==> src/pkg/cafm_pkg.sv <==
// constants and types for the acceptance filter map block
package cafm_pkg;
  localparam int NUM_FILT = 16;
  localparam int NUM_MASK = 3;
  localparam int NUM_BUFPNT = 4;
  // register byte addresses
  localparam logic [11:0] ADDR_BUFPNT_BASE = 12'h000;
  localparam logic [11:0] ADDR_FEN = 12'h010;
  localparam logic [11:0] ADDR_MSKSEL1 = 12'h014;
  localparam logic [11:0] ADDR_HIT_STATUS = 12'h018;
  localparam logic [11:0] ADDR_HIT_COUNT = 12'h01c;
  localparam logic [6:0] ADDR_MASK_PAGE = 7'h01;
  localparam logic [3:0] ADDR_FILT_PAGE = 4'h1;
  // reset values
  localparam logic [15:0] BUFPNT_RESET = 16'h0000;
  localparam logic [15:0] FEN_RESET = 16'hffff;
  localparam logic [15:0] MSKSEL_RESET = 16'h0000;
  localparam logic [15:0] ID_RESET = 16'h0000;
  // bits 4 and 2 of the standard-id words are unimplemented
  localparam logic [15:0] SID_WR_MASK = 16'hffeb;
  // field positions
  localparam int SID_HI = 15;
  localparam int SID_LO = 5;
  localparam int IDE_BIT = 3;
  localparam int PTR_W = 4;
  localparam int MSEL_W = 2;
  localparam int HIT_FLAG_BIT = 15;
  // mask source codes
  localparam logic [1:0] MSEL_MASK0 = 2'h0;
  localparam logic [1:0] MSEL_MASK1 = 2'h1;
  localparam logic [1:0] MSEL_MASK2 = 2'h2;
  // pointer code that routes a hit into the receive fifo
  localparam logic [3:0] PTR_FIFO = 4'hf;
  typedef enum logic [1:0] {CAFM_IDLE, CAFM_ACK} cafm_apb_state_t;
endpackage

==> src/design/cafm_filter_cmp.sv <==
// one acceptance filter: mask choice and identifier comparison
`timescale 1ns/10ps
`default_nettype none
module cafm_filter_cmp
  import cafm_pkg::*;
(
  // filter pattern
  input wire logic [15:0] filt_sid,
  input wire logic [15:0] filt_eid,
  input wire logic filter_accept_enable,
  input wire logic [1:0] mask_source_select,
  // the three acceptance masks
  input wire logic [2:0][15:0] mask_sid,
  input wire logic [2:0][15:0] mask_eid,
  // received identifier
  input wire logic rx_ide,
  input wire logic [10:0] rx_sid,
  input wire logic [17:0] rx_eid,
  // result
  output logic match
);
  logic [15:0] msid;
  logic [15:0] meid;
  logic sel_ok;
  logic sid_ok;
  logic eid_ok;
  logic type_ok;

  always_comb begin
    msid = mask_sid[0];
    meid = mask_eid[0];
    sel_ok = 1'b1;
    case (mask_source_select)
      MSEL_MASK0: begin
        msid = mask_sid[0];
        meid = mask_eid[0];
      end
      MSEL_MASK1: begin
        msid = mask_sid[1];
        meid = mask_eid[1];
      end
      MSEL_MASK2: begin
        msid = mask_sid[2];
        meid = mask_eid[2];
      end
      default: sel_ok = 1'b0;
    endcase
    sid_ok = ((rx_sid ^ filt_sid[SID_HI:SID_LO]) & msid[SID_HI:SID_LO]) == 11'h000;
    eid_ok = (((rx_eid[17:16] ^ filt_sid[1:0]) & msid[1:0]) == 2'h0)
      && (((rx_eid[15:0] ^ filt_eid) & meid) == 16'h0000);
    type_ok = !msid[IDE_BIT] || (filt_sid[IDE_BIT] == rx_ide);
    match = filter_accept_enable && sel_ok && sid_ok && type_ok && (eid_ok || !rx_ide);
  end
endmodule
`default_nettype wire

==> src/design/cafm_prio.sv <==
// lowest-index selector over the filter match vector
`timescale 1ns/10ps
`default_nettype none
module cafm_prio
  import cafm_pkg::*;
(
  // match vector
  input wire logic [15:0] req,
  // winner
  output logic any,
  output logic [3:0] index
);
  always_comb begin
    any = |req;
    index = 4'h0;
    for (int i = NUM_FILT - 1; i >= 0; i--) begin
      if (req[i]) begin
        index = 4'(i);
      end
    end
  end
endmodule
`default_nettype wire

==> src/design/cafm_top.sv <==
// acceptance filter map: filter registers, masks, pointers and hit routing
//
// The placing of the registers and the APB interface to the registers were decided locally.
`timescale 1ns/10ps
`default_nettype none
module cafm_top
  import cafm_pkg::*;
(
  // clock, reset, enable
  input wire logic clk_sys,
  input wire logic reset,
  input wire logic ce,
  // apb slave
  input wire logic psel,
  input wire logic penable,
  input wire logic pwrite,
  input wire logic [11:0] paddr,
  input wire logic [31:0] pwdata,
  input wire logic [3:0] pstrb,
  output logic [31:0] prdata,
  output logic pready,
  output logic pslverr,
  // received identifier
  input wire logic rx_valid,
  input wire logic rx_ide,
  input wire logic [10:0] rx_sid,
  input wire logic [17:0] rx_eid,
  // hit result
  output logic filter_hit,
  output logic [3:0] hit_filter_index,
  output logic [3:0] hit_buffer_pointer,
  output logic hit_to_fifo
);
  // register state
  logic [15:0] bufpnt [NUM_BUFPNT];
  logic [15:0] next_bufpnt [NUM_BUFPNT];
  logic [15:0] filter_accept_enable;
  logic [15:0] next_filter_accept_enable;
  logic [15:0] mask_select1;
  logic [15:0] next_mask_select1;
  logic [15:0] filt_sid [NUM_FILT];
  logic [15:0] next_filt_sid [NUM_FILT];
  logic [15:0] filt_eid [NUM_FILT];
  logic [15:0] next_filt_eid [NUM_FILT];
  logic [2:0][15:0] mask_sid;
  logic [2:0][15:0] next_mask_sid;
  logic [2:0][15:0] mask_eid;
  logic [2:0][15:0] next_mask_eid;
  logic [15:0] hit_status;
  logic [15:0] next_hit_status;
  logic [15:0] hit_count;
  logic [15:0] next_hit_count;
  // bus state
  cafm_apb_state_t state;
  cafm_apb_state_t next_state;
  logic [31:0] next_prdata;
  logic next_pready;
  logic next_pslverr;
  // hit outputs
  logic next_filter_hit;
  logic [3:0] next_hit_filter_index;
  logic [3:0] next_hit_buffer_pointer;
  logic next_hit_to_fifo;
  // decode
  logic is_filt;
  logic is_mask;
  logic is_ctl;
  logic mapped;
  logic [3:0] filt_idx;
  logic [1:0] mask_idx;
  logic [15:0] rd_word;
  logic [15:0] wr_lanes;
  logic wr_fire;
  // filtering
  logic [15:0] match_vec;
  logic [1:0] msel [NUM_FILT];
  logic [3:0] ptr [NUM_FILT];
  logic match_any;
  logic [3:0] match_idx;

  genvar g;
  generate
    for (g = 0; g < NUM_FILT; g++) begin : gen_filt
      if (g < 8) begin : gen_sel1
        assign msel[g] = mask_select1[g*MSEL_W +: MSEL_W];
      end else begin : gen_sel0
        assign msel[g] = MSEL_MASK0;
      end
      assign ptr[g] = bufpnt[g/4][(g%4)*PTR_W +: PTR_W];
      cafm_filter_cmp u_cmp (
        .filt_sid(filt_sid[g]),
        .filt_eid(filt_eid[g]),
        .filter_accept_enable(filter_accept_enable[g]),
        .mask_source_select(msel[g]),
        .mask_sid(mask_sid),
        .mask_eid(mask_eid),
        .rx_ide(rx_ide),
        .rx_sid(rx_sid),
        .rx_eid(rx_eid),
        .match(match_vec[g])
      );
    end
  endgenerate

  cafm_prio u_prio (
    .req(match_vec),
    .any(match_any),
    .index(match_idx)
  );

  // address decode and read mux
  always_comb begin
    filt_idx = paddr[6:3];
    mask_idx = paddr[4:3];
    is_filt = (paddr[11:8] == ADDR_FILT_PAGE) && (paddr[7] == 1'b0);
    is_mask = (paddr[11:5] == ADDR_MASK_PAGE) && (mask_idx != 2'h3);
    is_ctl = (paddr[11:5] == 7'h00);
    rd_word = 16'h0000;
    mapped = 1'b0;
    if (paddr[1:0] == 2'h0) begin
      if (is_filt) begin
        mapped = 1'b1;
        rd_word = paddr[2] ? filt_eid[filt_idx] : (filt_sid[filt_idx] & SID_WR_MASK);
      end else if (is_mask) begin
        mapped = 1'b1;
        rd_word = paddr[2] ? mask_eid[mask_idx] : (mask_sid[mask_idx] & SID_WR_MASK);
      end else if (is_ctl) begin
        mapped = 1'b1;
        case (paddr)
          ADDR_FEN: rd_word = filter_accept_enable;
          ADDR_MSKSEL1: rd_word = mask_select1;
          ADDR_HIT_STATUS: rd_word = hit_status;
          ADDR_HIT_COUNT: rd_word = hit_count;
          default: begin
            if (paddr[4] == 1'b0) begin
              rd_word = bufpnt[paddr[3:2]];
            end else begin
              mapped = 1'b0;
            end
          end
        endcase
      end
    end
  end

  // apb handshake: access phase is answered one cycle later
  always_comb begin
    next_state = state;
    next_pready = 1'b0;
    next_pslverr = 1'b0;
    next_prdata = prdata;
    case (state)
      CAFM_IDLE: begin
        if (psel && penable) begin
          next_state = CAFM_ACK;
          next_pready = 1'b1;
          next_pslverr = !mapped;
          next_prdata = (pwrite || !mapped) ? 32'h0000_0000 : {16'h0000, rd_word};
        end
      end
      CAFM_ACK: next_state = CAFM_IDLE;
      default: next_state = CAFM_IDLE;
    endcase
  end

  assign wr_fire = (state == CAFM_ACK) && psel && penable && pwrite && !pslverr;
  assign wr_lanes = {{8{pstrb[1]}}, {8{pstrb[0]}}};

  // register writes
  always_comb begin
    next_bufpnt = bufpnt;
    next_filter_accept_enable = filter_accept_enable;
    next_mask_select1 = mask_select1;
    next_filt_sid = filt_sid;
    next_filt_eid = filt_eid;
    next_mask_sid = mask_sid;
    next_mask_eid = mask_eid;
    if (wr_fire) begin
      if (is_filt) begin
        if (paddr[2]) begin
          next_filt_eid[filt_idx] = (filt_eid[filt_idx] & ~wr_lanes) | (pwdata[15:0] & wr_lanes);
        end else begin
          next_filt_sid[filt_idx] = ((filt_sid[filt_idx] & ~wr_lanes)
            | (pwdata[15:0] & wr_lanes)) & SID_WR_MASK;
        end
      end else if (is_mask) begin
        if (paddr[2]) begin
          next_mask_eid[mask_idx] = (mask_eid[mask_idx] & ~wr_lanes) | (pwdata[15:0] & wr_lanes);
        end else begin
          next_mask_sid[mask_idx] = ((mask_sid[mask_idx] & ~wr_lanes)
            | (pwdata[15:0] & wr_lanes)) & SID_WR_MASK;
        end
      end else if (paddr == ADDR_FEN) begin
        next_filter_accept_enable = (filter_accept_enable & ~wr_lanes) | (pwdata[15:0] & wr_lanes);
      end else if (paddr == ADDR_MSKSEL1) begin
        next_mask_select1 = (mask_select1 & ~wr_lanes) | (pwdata[15:0] & wr_lanes);
      end else if (paddr[11:4] == ADDR_BUFPNT_BASE[11:4]) begin
        next_bufpnt[paddr[3:2]] = (bufpnt[paddr[3:2]] & ~wr_lanes) | (pwdata[15:0] & wr_lanes);
      end
    end
  end

  // hit routing and status
  always_comb begin
    next_filter_hit = 1'b0;
    next_hit_filter_index = hit_filter_index;
    next_hit_buffer_pointer = hit_buffer_pointer;
    next_hit_to_fifo = 1'b0;
    next_hit_status = hit_status;
    next_hit_count = hit_count;
    // sticky flag cleared by writing one
    if (wr_fire && (paddr == ADDR_HIT_STATUS) && pstrb[1] && pwdata[HIT_FLAG_BIT]) begin
      next_hit_status[HIT_FLAG_BIT] = 1'b0;
    end
    if (rx_valid && match_any) begin
      next_filter_hit = 1'b1;
      next_hit_filter_index = match_idx;
      next_hit_buffer_pointer = ptr[match_idx];
      next_hit_to_fifo = (ptr[match_idx] == PTR_FIFO);
      next_hit_status = {1'b1, 7'h00, match_idx, ptr[match_idx]};
      next_hit_count = hit_count + 16'h0001;
    end
  end

  always_ff @(posedge clk_sys) begin
    if (reset) begin
      for (int i = 0; i < NUM_BUFPNT; i++) begin
        bufpnt[i] <= BUFPNT_RESET;
      end
      filter_accept_enable <= FEN_RESET;
      mask_select1 <= MSKSEL_RESET;
      for (int i = 0; i < NUM_FILT; i++) begin
        filt_sid[i] <= ID_RESET;
        filt_eid[i] <= ID_RESET;
      end
      for (int i = 0; i < NUM_MASK; i++) begin
        mask_sid[i] <= ID_RESET;
        mask_eid[i] <= ID_RESET;
      end
      hit_status <= 16'h0000;
      hit_count <= 16'h0000;
      state <= CAFM_IDLE;
      prdata <= 32'h0000_0000;
      pready <= 1'b0;
      pslverr <= 1'b0;
      filter_hit <= 1'b0;
      hit_filter_index <= 4'h0;
      hit_buffer_pointer <= 4'h0;
      hit_to_fifo <= 1'b0;
    end else if (ce) begin
      bufpnt <= next_bufpnt;
      filter_accept_enable <= next_filter_accept_enable;
      mask_select1 <= next_mask_select1;
      filt_sid <= next_filt_sid;
      filt_eid <= next_filt_eid;
      mask_sid <= next_mask_sid;
      mask_eid <= next_mask_eid;
      hit_status <= next_hit_status;
      hit_count <= next_hit_count;
      state <= next_state;
      prdata <= next_prdata;
      pready <= next_pready;
      pslverr <= next_pslverr;
      filter_hit <= next_filter_hit;
      hit_filter_index <= next_hit_filter_index;
      hit_buffer_pointer <= next_hit_buffer_pointer;
      hit_to_fifo <= next_hit_to_fifo;
    end
  end
endmodule
`default_nettype wire

==> config.mk <==
export PLATFORM = sky130hd
export DESIGN_NAME = cafm_top
export DESIGN_NICKNAME = d
export VERILOG_FILES = /design/src/pkg/cafm_pkg.sv /design/src/design/cafm_filter_cmp.sv /design/src/design/cafm_prio.sv /design/src/design/cafm_top.sv
export SDC_FILE = /design/constraint.sdc
export NUM_CORES = 2
export LEC_CHECK = 0
export BUFFER_PORTS_ARGS = -buffer_cell sky130_fd_sc_hd__buf_2
export CORE_UTILIZATION = 46
export CTS_CLUSTER_SIZE = 30
export DETAILED_ROUTE_END_ITERATION = 7
export SLEW_MARGIN = 20
export SYNTH_ARGS = -nofsm -noshare
export SYNTH_HDL_FRONTEND = slang
export SYNTH_SLANG_ARGS = --single-unit
export TNS_END_PERCENT = 100
==> constraint.sdc <==
create_clock -name clk_sys -period 4.2 [get_ports clk_sys]
set_clock_uncertainty 0.1 [all_clocks]
set_input_delay 0.84 -clock clk_sys [delete_from_list [all_inputs] [get_ports clk_sys]]
set_output_delay 0.84 -clock clk_sys [all_outputs]
set_load 0.1 [all_outputs]
==> Word-level counts from Yosys, hierarchy flattened <==
Cells that the tools add are included.
{ "word_totals": {"register_bits": 775, "in_bits": 85, "output_inout_bits": 44} }
{ "classes": {"add_sub_neg": 1, "n_lt_le_gt_ge": 7, "eq_ne": 42, "muxes": 92, "n_bitwise": 121, "n_reduce_logical": 213} }
{ "op_table": {"columns": ["operator", "count"], "rows": [
  ["256-bit bitwise mux", 2],
  ["16-bit case mux with 2 select lines", 16],
  ["16-bit bitwise AND", 24],
  ["16-bit 2-to-1 mux", 20],
  ["16-bit logical NOT", 16],
  ["16-bit XOR", 16],
  ["11-bit bitwise AND", 16],
  ["11-bit logical NOT", 16],
  ["11-bit XOR", 16],
  ["16-bit binary-select mux with 4-bit select", 2],
  ["16-bit OR", 7],
  ["16-bit binary-select mux with 2-bit select", 3],
  ["48-bit bitwise mux", 2],
  ["1-bit logical AND", 86],
  ["4-bit 2-to-1 mux", 18],
  ["64-bit bitwise mux", 1],
  ["16-bit demux with 2-bit select", 2],
  ["16-bit demux with 4-bit select", 1],
  ["16-bit case mux with 4 select lines", 1],
  ["2-bit logical NOT", 26],
  ["12-bit by 5-bit == test with 1-bit output, second input constant", 4],
  ["1-bit logical OR", 33],
  ["2-bit bitwise AND", 16],
  ["2-bit XOR", 16],
  ["other kinds (34)", 116]
]} }

==> Longest topological paths before layout <==
{ "logic_depth": {"depth_word": 28, "mapped_depth": 20, "ltp_nobuf": 15} }

==> By module <==
From an unflattened synthesis, not the netlist that was laid out.
{ "hier_totals": {"cells_unflattened": 5469, "area_unflattened_um2": 48167.4} }
{ "by_module_without_submodules": {"columns": ["mod", "instances", "cells_per_inst", "area_per_inst_um2", "seq_area_each_um2"], "rows": [
  ["cafm_top", 1, 3483, 34097.7, 14253.7],
  ["cafm_filter_cmp", 16, 122, 868.3, 0.0],
  ["cafm_prio", 1, 34, 176.4, 0.0]
]} }

==> Least setup slack after synthesis <==
OpenSTA, ideal clock, no wires.
{ "synth_path": {"path_kind": "in2reg", "start": "in rx_sid[4]", "end": "reg hit_to_fifo", "t_arrival_ns": 4.147, "setup_slack_ns": -0.165, "cell_stages": 15, "cell_sequence": "buf_2 > buf_4 > o22ai_1 > a211oi_1 > or4_1 > nor4b_2 > nand4_1 > and4b_1 > a21boi_2 > buf_6 > mux4_2 > mux2_2 > a221oi_1 > nor3_1 > a22o_1"} }
{ "synth_via": {"elab_chain_cells": 28, "elab_cells_between_ends": 120, "classes_between": "eq/ne: 1; mux: 20; bitwise: 33; reduce/logical: 66"} }
{ "synth_rtl": {"columns": ["element", "line_no", "text"], "rows": [
  ["from (decl)", "cafm_top.sv:26", "input wire logic [10:0] rx_sid,"],
  ["11-bit XOR", "cafm_filter_cmp.sv:48", "sid_ok = ((rx_sid ^ filt_sid[SID_HI:SID_LO]) & msid[SID_HI:SID_LO]) == 11'h000;"],
  ["11-bit bitwise AND", "cafm_filter_cmp.sv:48", null],
  ["11-bit logical NOT", "cafm_filter_cmp.sv:48", null],
  ["1-bit logical AND (3 in series)", "cafm_filter_cmp.sv:52", "match = filter_accept_enable && sel_ok && sid_ok && type_ok && (eid_ok || !rx_ide);"],
  ["4-bit 2-to-1 mux (16 in series)", "cafm_prio.sv:17", "if (req[i]) begin"],
  ["4-bit inverter with 5-bit output (implied by the code)", "cafm_top.sv:219", "next_hit_to_fifo = (ptr[match_idx] == PTR_FIFO);"],
  ["4-bit binary-select mux with 4-bit select", "cafm_top.sv:219", null],
  ["4-bit 2-to-1 mux (implied by the code) (2 in series)", "cafm_top.sv:219", null],
  ["4-bit == test", "cafm_top.sv:219", null],
  ["1-bit 2-to-1 mux *", "cafm_top.sv:215", "if (rx_valid && match_any) begin"],
  ["to (signal assigned)", "cafm_top.sv:267", "hit_to_fifo <= next_hit_to_fifo;"],
  ["to (decl)", "cafm_top.sv:32", "output logic hit_to_fifo"]
]} }
Mark *: on every way between the ends. The rest lies on a longest branch, timed or not. The select of a mux whose other input is x is not followed.
A chain may end at the register's enable or synchronous reset.

==> Worst setup path after layout <==
{ "layout_path": {"start": "reg mask_eid[12] (netlist bit)", "end": "reg hit_to_fifo"} }
{ "layout_via": {"elab_chain_cells": 27, "elab_cells_between_ends": 112, "classes_between": "eq/ne: 1; mux: 28; bitwise: 17; reduce/logical: 66"} }
{ "layout_rtl": {"columns": ["element", "line_no", "text"], "rows": [
  ["from (decl)", "cafm_top.sv:47", "logic [2:0][15:0] mask_eid;"],
  ["from (signal assigned)", "cafm_top.sv:257", "mask_eid <= next_mask_eid;"],
  ["16-bit bitwise AND", "cafm_filter_cmp.sv:50", "&& (((rx_eid[15:0] ^ filt_eid) & meid) == 16'h0000);"],
  ["16-bit logical NOT", "cafm_filter_cmp.sv:50", null],
  ["1-bit logical AND", "cafm_filter_cmp.sv:50", null],
  ["1-bit logical OR", "cafm_filter_cmp.sv:52", null],
  ["1-bit logical AND", "cafm_filter_cmp.sv:52", null],
  ["4-bit 2-to-1 mux (16 in series)", "cafm_prio.sv:17", null],
  ["4-bit inverter with 5-bit output (implied by the code)", "cafm_top.sv:219", null],
  ["4-bit binary-select mux with 4-bit select", "cafm_top.sv:219", null],
  ["4-bit 2-to-1 mux (implied by the code) (2 in series)", "cafm_top.sv:219", null],
  ["4-bit == test", "cafm_top.sv:219", null],
  ["1-bit 2-to-1 mux *", "cafm_top.sv:215", null]
]} }
Marked as above.

==> results.tsv <==
metric	value	unit
end_kind	register	
htree_levels	3	
dieArea	94500	µm²
rsz0062_at_grt	yes	
netlist_instances	4892	
violations	negative setup slack	
post-route-cell-area	54400	µm²
hpwl	154000	µm
first_pass_iters	6	
finalCriticalPeriod	4.62	ns
grt_start_max_net_pins	117	
max_freq	217	MHz
critPathKind	register to register	
grt_pass1_vias	40524	
nets	5417	
synth-edff-count	0	
drtIter0Drc	6495	
worst_slew_pin_slew	0.923	ns
cts_buffers	82	
placementRows	111	
clkTransAtPathRegs	0.06	ns
required	4.67	ns
worst_path_most_repeated_cell	buf_4	
fill_cells	8189	
die_h	307	µm
timing.slew.headroom	38.4	%
report.power.total	15.8	mW
fin_ws	-0.416	ns
cts_num_sinks	712	
holdCritPathClass	register to register	
path_cells	buf_4 -> a22oi_1 -> and3_1 -> a41oi_1 -> buf_4 -> or3_1 -> o211ai_2 -> a2111oi_4 -> o31a_1 -> mux4_2 -> o32a_1 -> nand3_2 -> a211oi_2 -> a22o_1	
report.final.hold_viol_count	0	
path_delay_family	compound AO/OA/AOI/OAI gates	
grt_pass1_wl	295000	µm
area_growth	26.7	%
synth_ff_type	dfxtp_1	
antenna_found_initial	16	
vias	44393	
synth_seq_area_share	33.2	%
utilization	59.0	%
grt_usage	43.0	%
post-route-period-util	110	%
core-area	92100	µm²
max_stage_delay	0.56	ns
place_congestion	1.09	
ant_nets	0	
io_pins	129	
setup_tns	-1.55	ns
routed_wirelength	208000	µm
setup_viol	5	
dpl-instance-area	49600	µm²
cp_slowest_cell	mux4_2	
wl_per_cell	31.5	µm
synth_seq_cells	712	
chipWidth	307	µm
overflow	0	
hold_ws	0.375	ns
worstPathMaxFanout	9	
synthArstFlopShare	0	%
drive_gt1_share	28.1	%
synth_area_per_cell	8.77	µm²
via_per_inst	6.71	
crit_path_start_kind	register	
crit_buf_inv	2	
clock_latency	0.70	ns
pwr_density_cell	290	nW/µm²
drv_cap	0	
cts_tree	yes	
synthesis.area	42900	µm²
leakagePower	20.6	nW
peakVddDrop	316	µV
drc	0	
ys_types	76	
critPathArrivalTime	5.09	ns
root_buffer	clkbuf_16	
status	finished, violations left	
port_buffers	94	
yosysWarnings	0	
cts_buffer_depth	3	
drv_slew	0	
initial_utilization	46.6	%
[timing repair]
item,in CTS,in global routing
pin swaps,43,51
gates resized for setup,204,104
hold buffers,0,0
buffers inserted,23,9
cloned,3,2
endpoints found under the setup margin,27,20
[registers in the layout (all words and copies together) (netlist names), 2 cells and up, named ones only]
signal and flops:
bufpnt 64, prdata 16, hit_status 2, filt_eid 256, hit_buffer_pointer 3, hit_count 16
mask_sid 42, mask_eid 48, filt_sid 224, hit_filter_index 4
[worst min-delay path, delay by kind of cell (launching register included)]
kind,cells,cell delay [ns]
simple gates,1,0.06
compound gates,1,0.06
flops,1,0.30
[synth_stat cells, types with 6 or more instances]
cell / count / area, µm²
buf_4: 45 / 338
xnor2_1: 8 / 70.1
buf_1: 48 / 180
ha_1: 25 / 313
nand3_1: 28 / 140
dfxtp_1: 712 / 14300
buf_2: 93 / 465
clkbuf_1: 427 / 1600
mux4_2: 180 / 4050
nor2_1: 812 / 3050
mux2i_1: 132 / 1320
o221ai_1: 15 / 131
a22o_1: 16 / 140
mux2_2: 6 / 67.6
nand4_1: 23 / 144
nor4_1: 28 / 175
a22oi_1: 93 / 698
nor2b_1: 22 / 138
a211oi_1: 652 / 4890
a211o_1: 18 / 158
xor2_1: 371 / 3250
nand2_1: 127 / 477
a222oi_1: 8 / 80.1
or3_1: 6 / 37.5
nor3_1: 32 / 160
buf_6: 13 / 146
inv_1: 28 / 105
a221oi_1: 247 / 2160
a41o_1: 6 / 60.1
o211ai_1: 24 / 180
a21oi_1: 136 / 681
o21ai_1: 6 / 30.0
nor3b_1: 13 / 97.6
nand2b_1: 33 / 206
a221o_1: 9 / 90.1
o21ai_0: 183 / 916
and3_1: 12 / 75.1
o22ai_1: 180 / 1130
[path summary, 6_finish.rpt]
| path | from | endpoint | slack (ns) | cells after the start |
|---|---|---|---|---|
| min reg2reg | filter_hit | filter_hit | 0.38 | 2 |
| max | mask_eid[12] | hit_to_fifo | -0.42 | 14 |
| min | filter_hit | filter_hit | 0.38 | 2 |
| max reg2reg | mask_eid[12] | hit_to_fifo | -0.42 | 14 |
[logic make-up (layout without fill, tap and decap cells)]
family / Yosys count / in the layout / share of synthesized area, %
mux: 318 / 318 / 12.7
xor+xnor: 379 / 379 / 7.74
buf+inv: 657 / 1119 / 6.64
flops: 712 / 712 / 33.2
other cells: 1 / 21 / 0.00874
compound gates: 1634 / 1634 / 27.4
fa+ha+maj: 25 / 25 / 0.729
simple gates: 1166 / 1166 / 11.6
[layer usage]
metal	part of all wire [%]	wire (µm)	GRT usage, %
met5	0.037	77	0.0517
met4	5.5	11400	20.4
met3	13	26700	13.8
met2	41	84800	60.4
met1	41	85400	59.1
[where the power goes]
group          switching (mW)  internal [mW]  total, mW
Combinational           0.889          0.398       1.29
Clock                    3.22           4.52       7.74
Sequential            0.00511           6.75       6.76
Total                    4.12           11.7       15.8
[through the flow]
stage	worst slack [ns]	std cells
2_1_floorplan	-0.0910	4907
3_3_place_gp	-1.18	6436
3_5_place_dp	-1.22	6436
4_1_cts	-0.274	6603
5_1_grt	-0.448	6614
6_report	-0.416	6617
[final cells by class]
type | instances | area (µm²) | share of cell area, %
Multi-Input combinational cell | 3538 | 27300 | 50.2
Sequential cell | 712 | 14300 | 26.2
Timing Repair Buffer | 942 | 8240 | 15.2
Clock buffer | 108 | 2320 | 4.27
Tap cell | 1243 | 1560 | 2.86
Clock inverter | 38 | 526 | 0.967
Inverter | 31 | 126 | 0.232
Antenna cell | 5 | 12.5 | 0.0230
[layout by cell type (no fill, tap or decap), types with 20 or more instances in the layout]
cell       count
a221oi_2      49
a22oi_1       93
o211ai_1      24
a221oi_1     185
a211oi_2      24
mux2i_1      129
nand4_1       23
o21ai_1       22
mux4_2       180
buf_2         91
buf_12        93
inv_1         22
nand2_1      126
nor2_2        21
nor2b_1       20
dfxtp_1      704
nand2b_1      32
nor2_1       791
clkbuf_16     84
buf_6         27
xor2_1       371
o21ai_0      156
a211oi_1     627
nand3_1       26
a21oi_1      134
buf_4        722
o22ai_1      164
(Power assumes the default switching activity.)
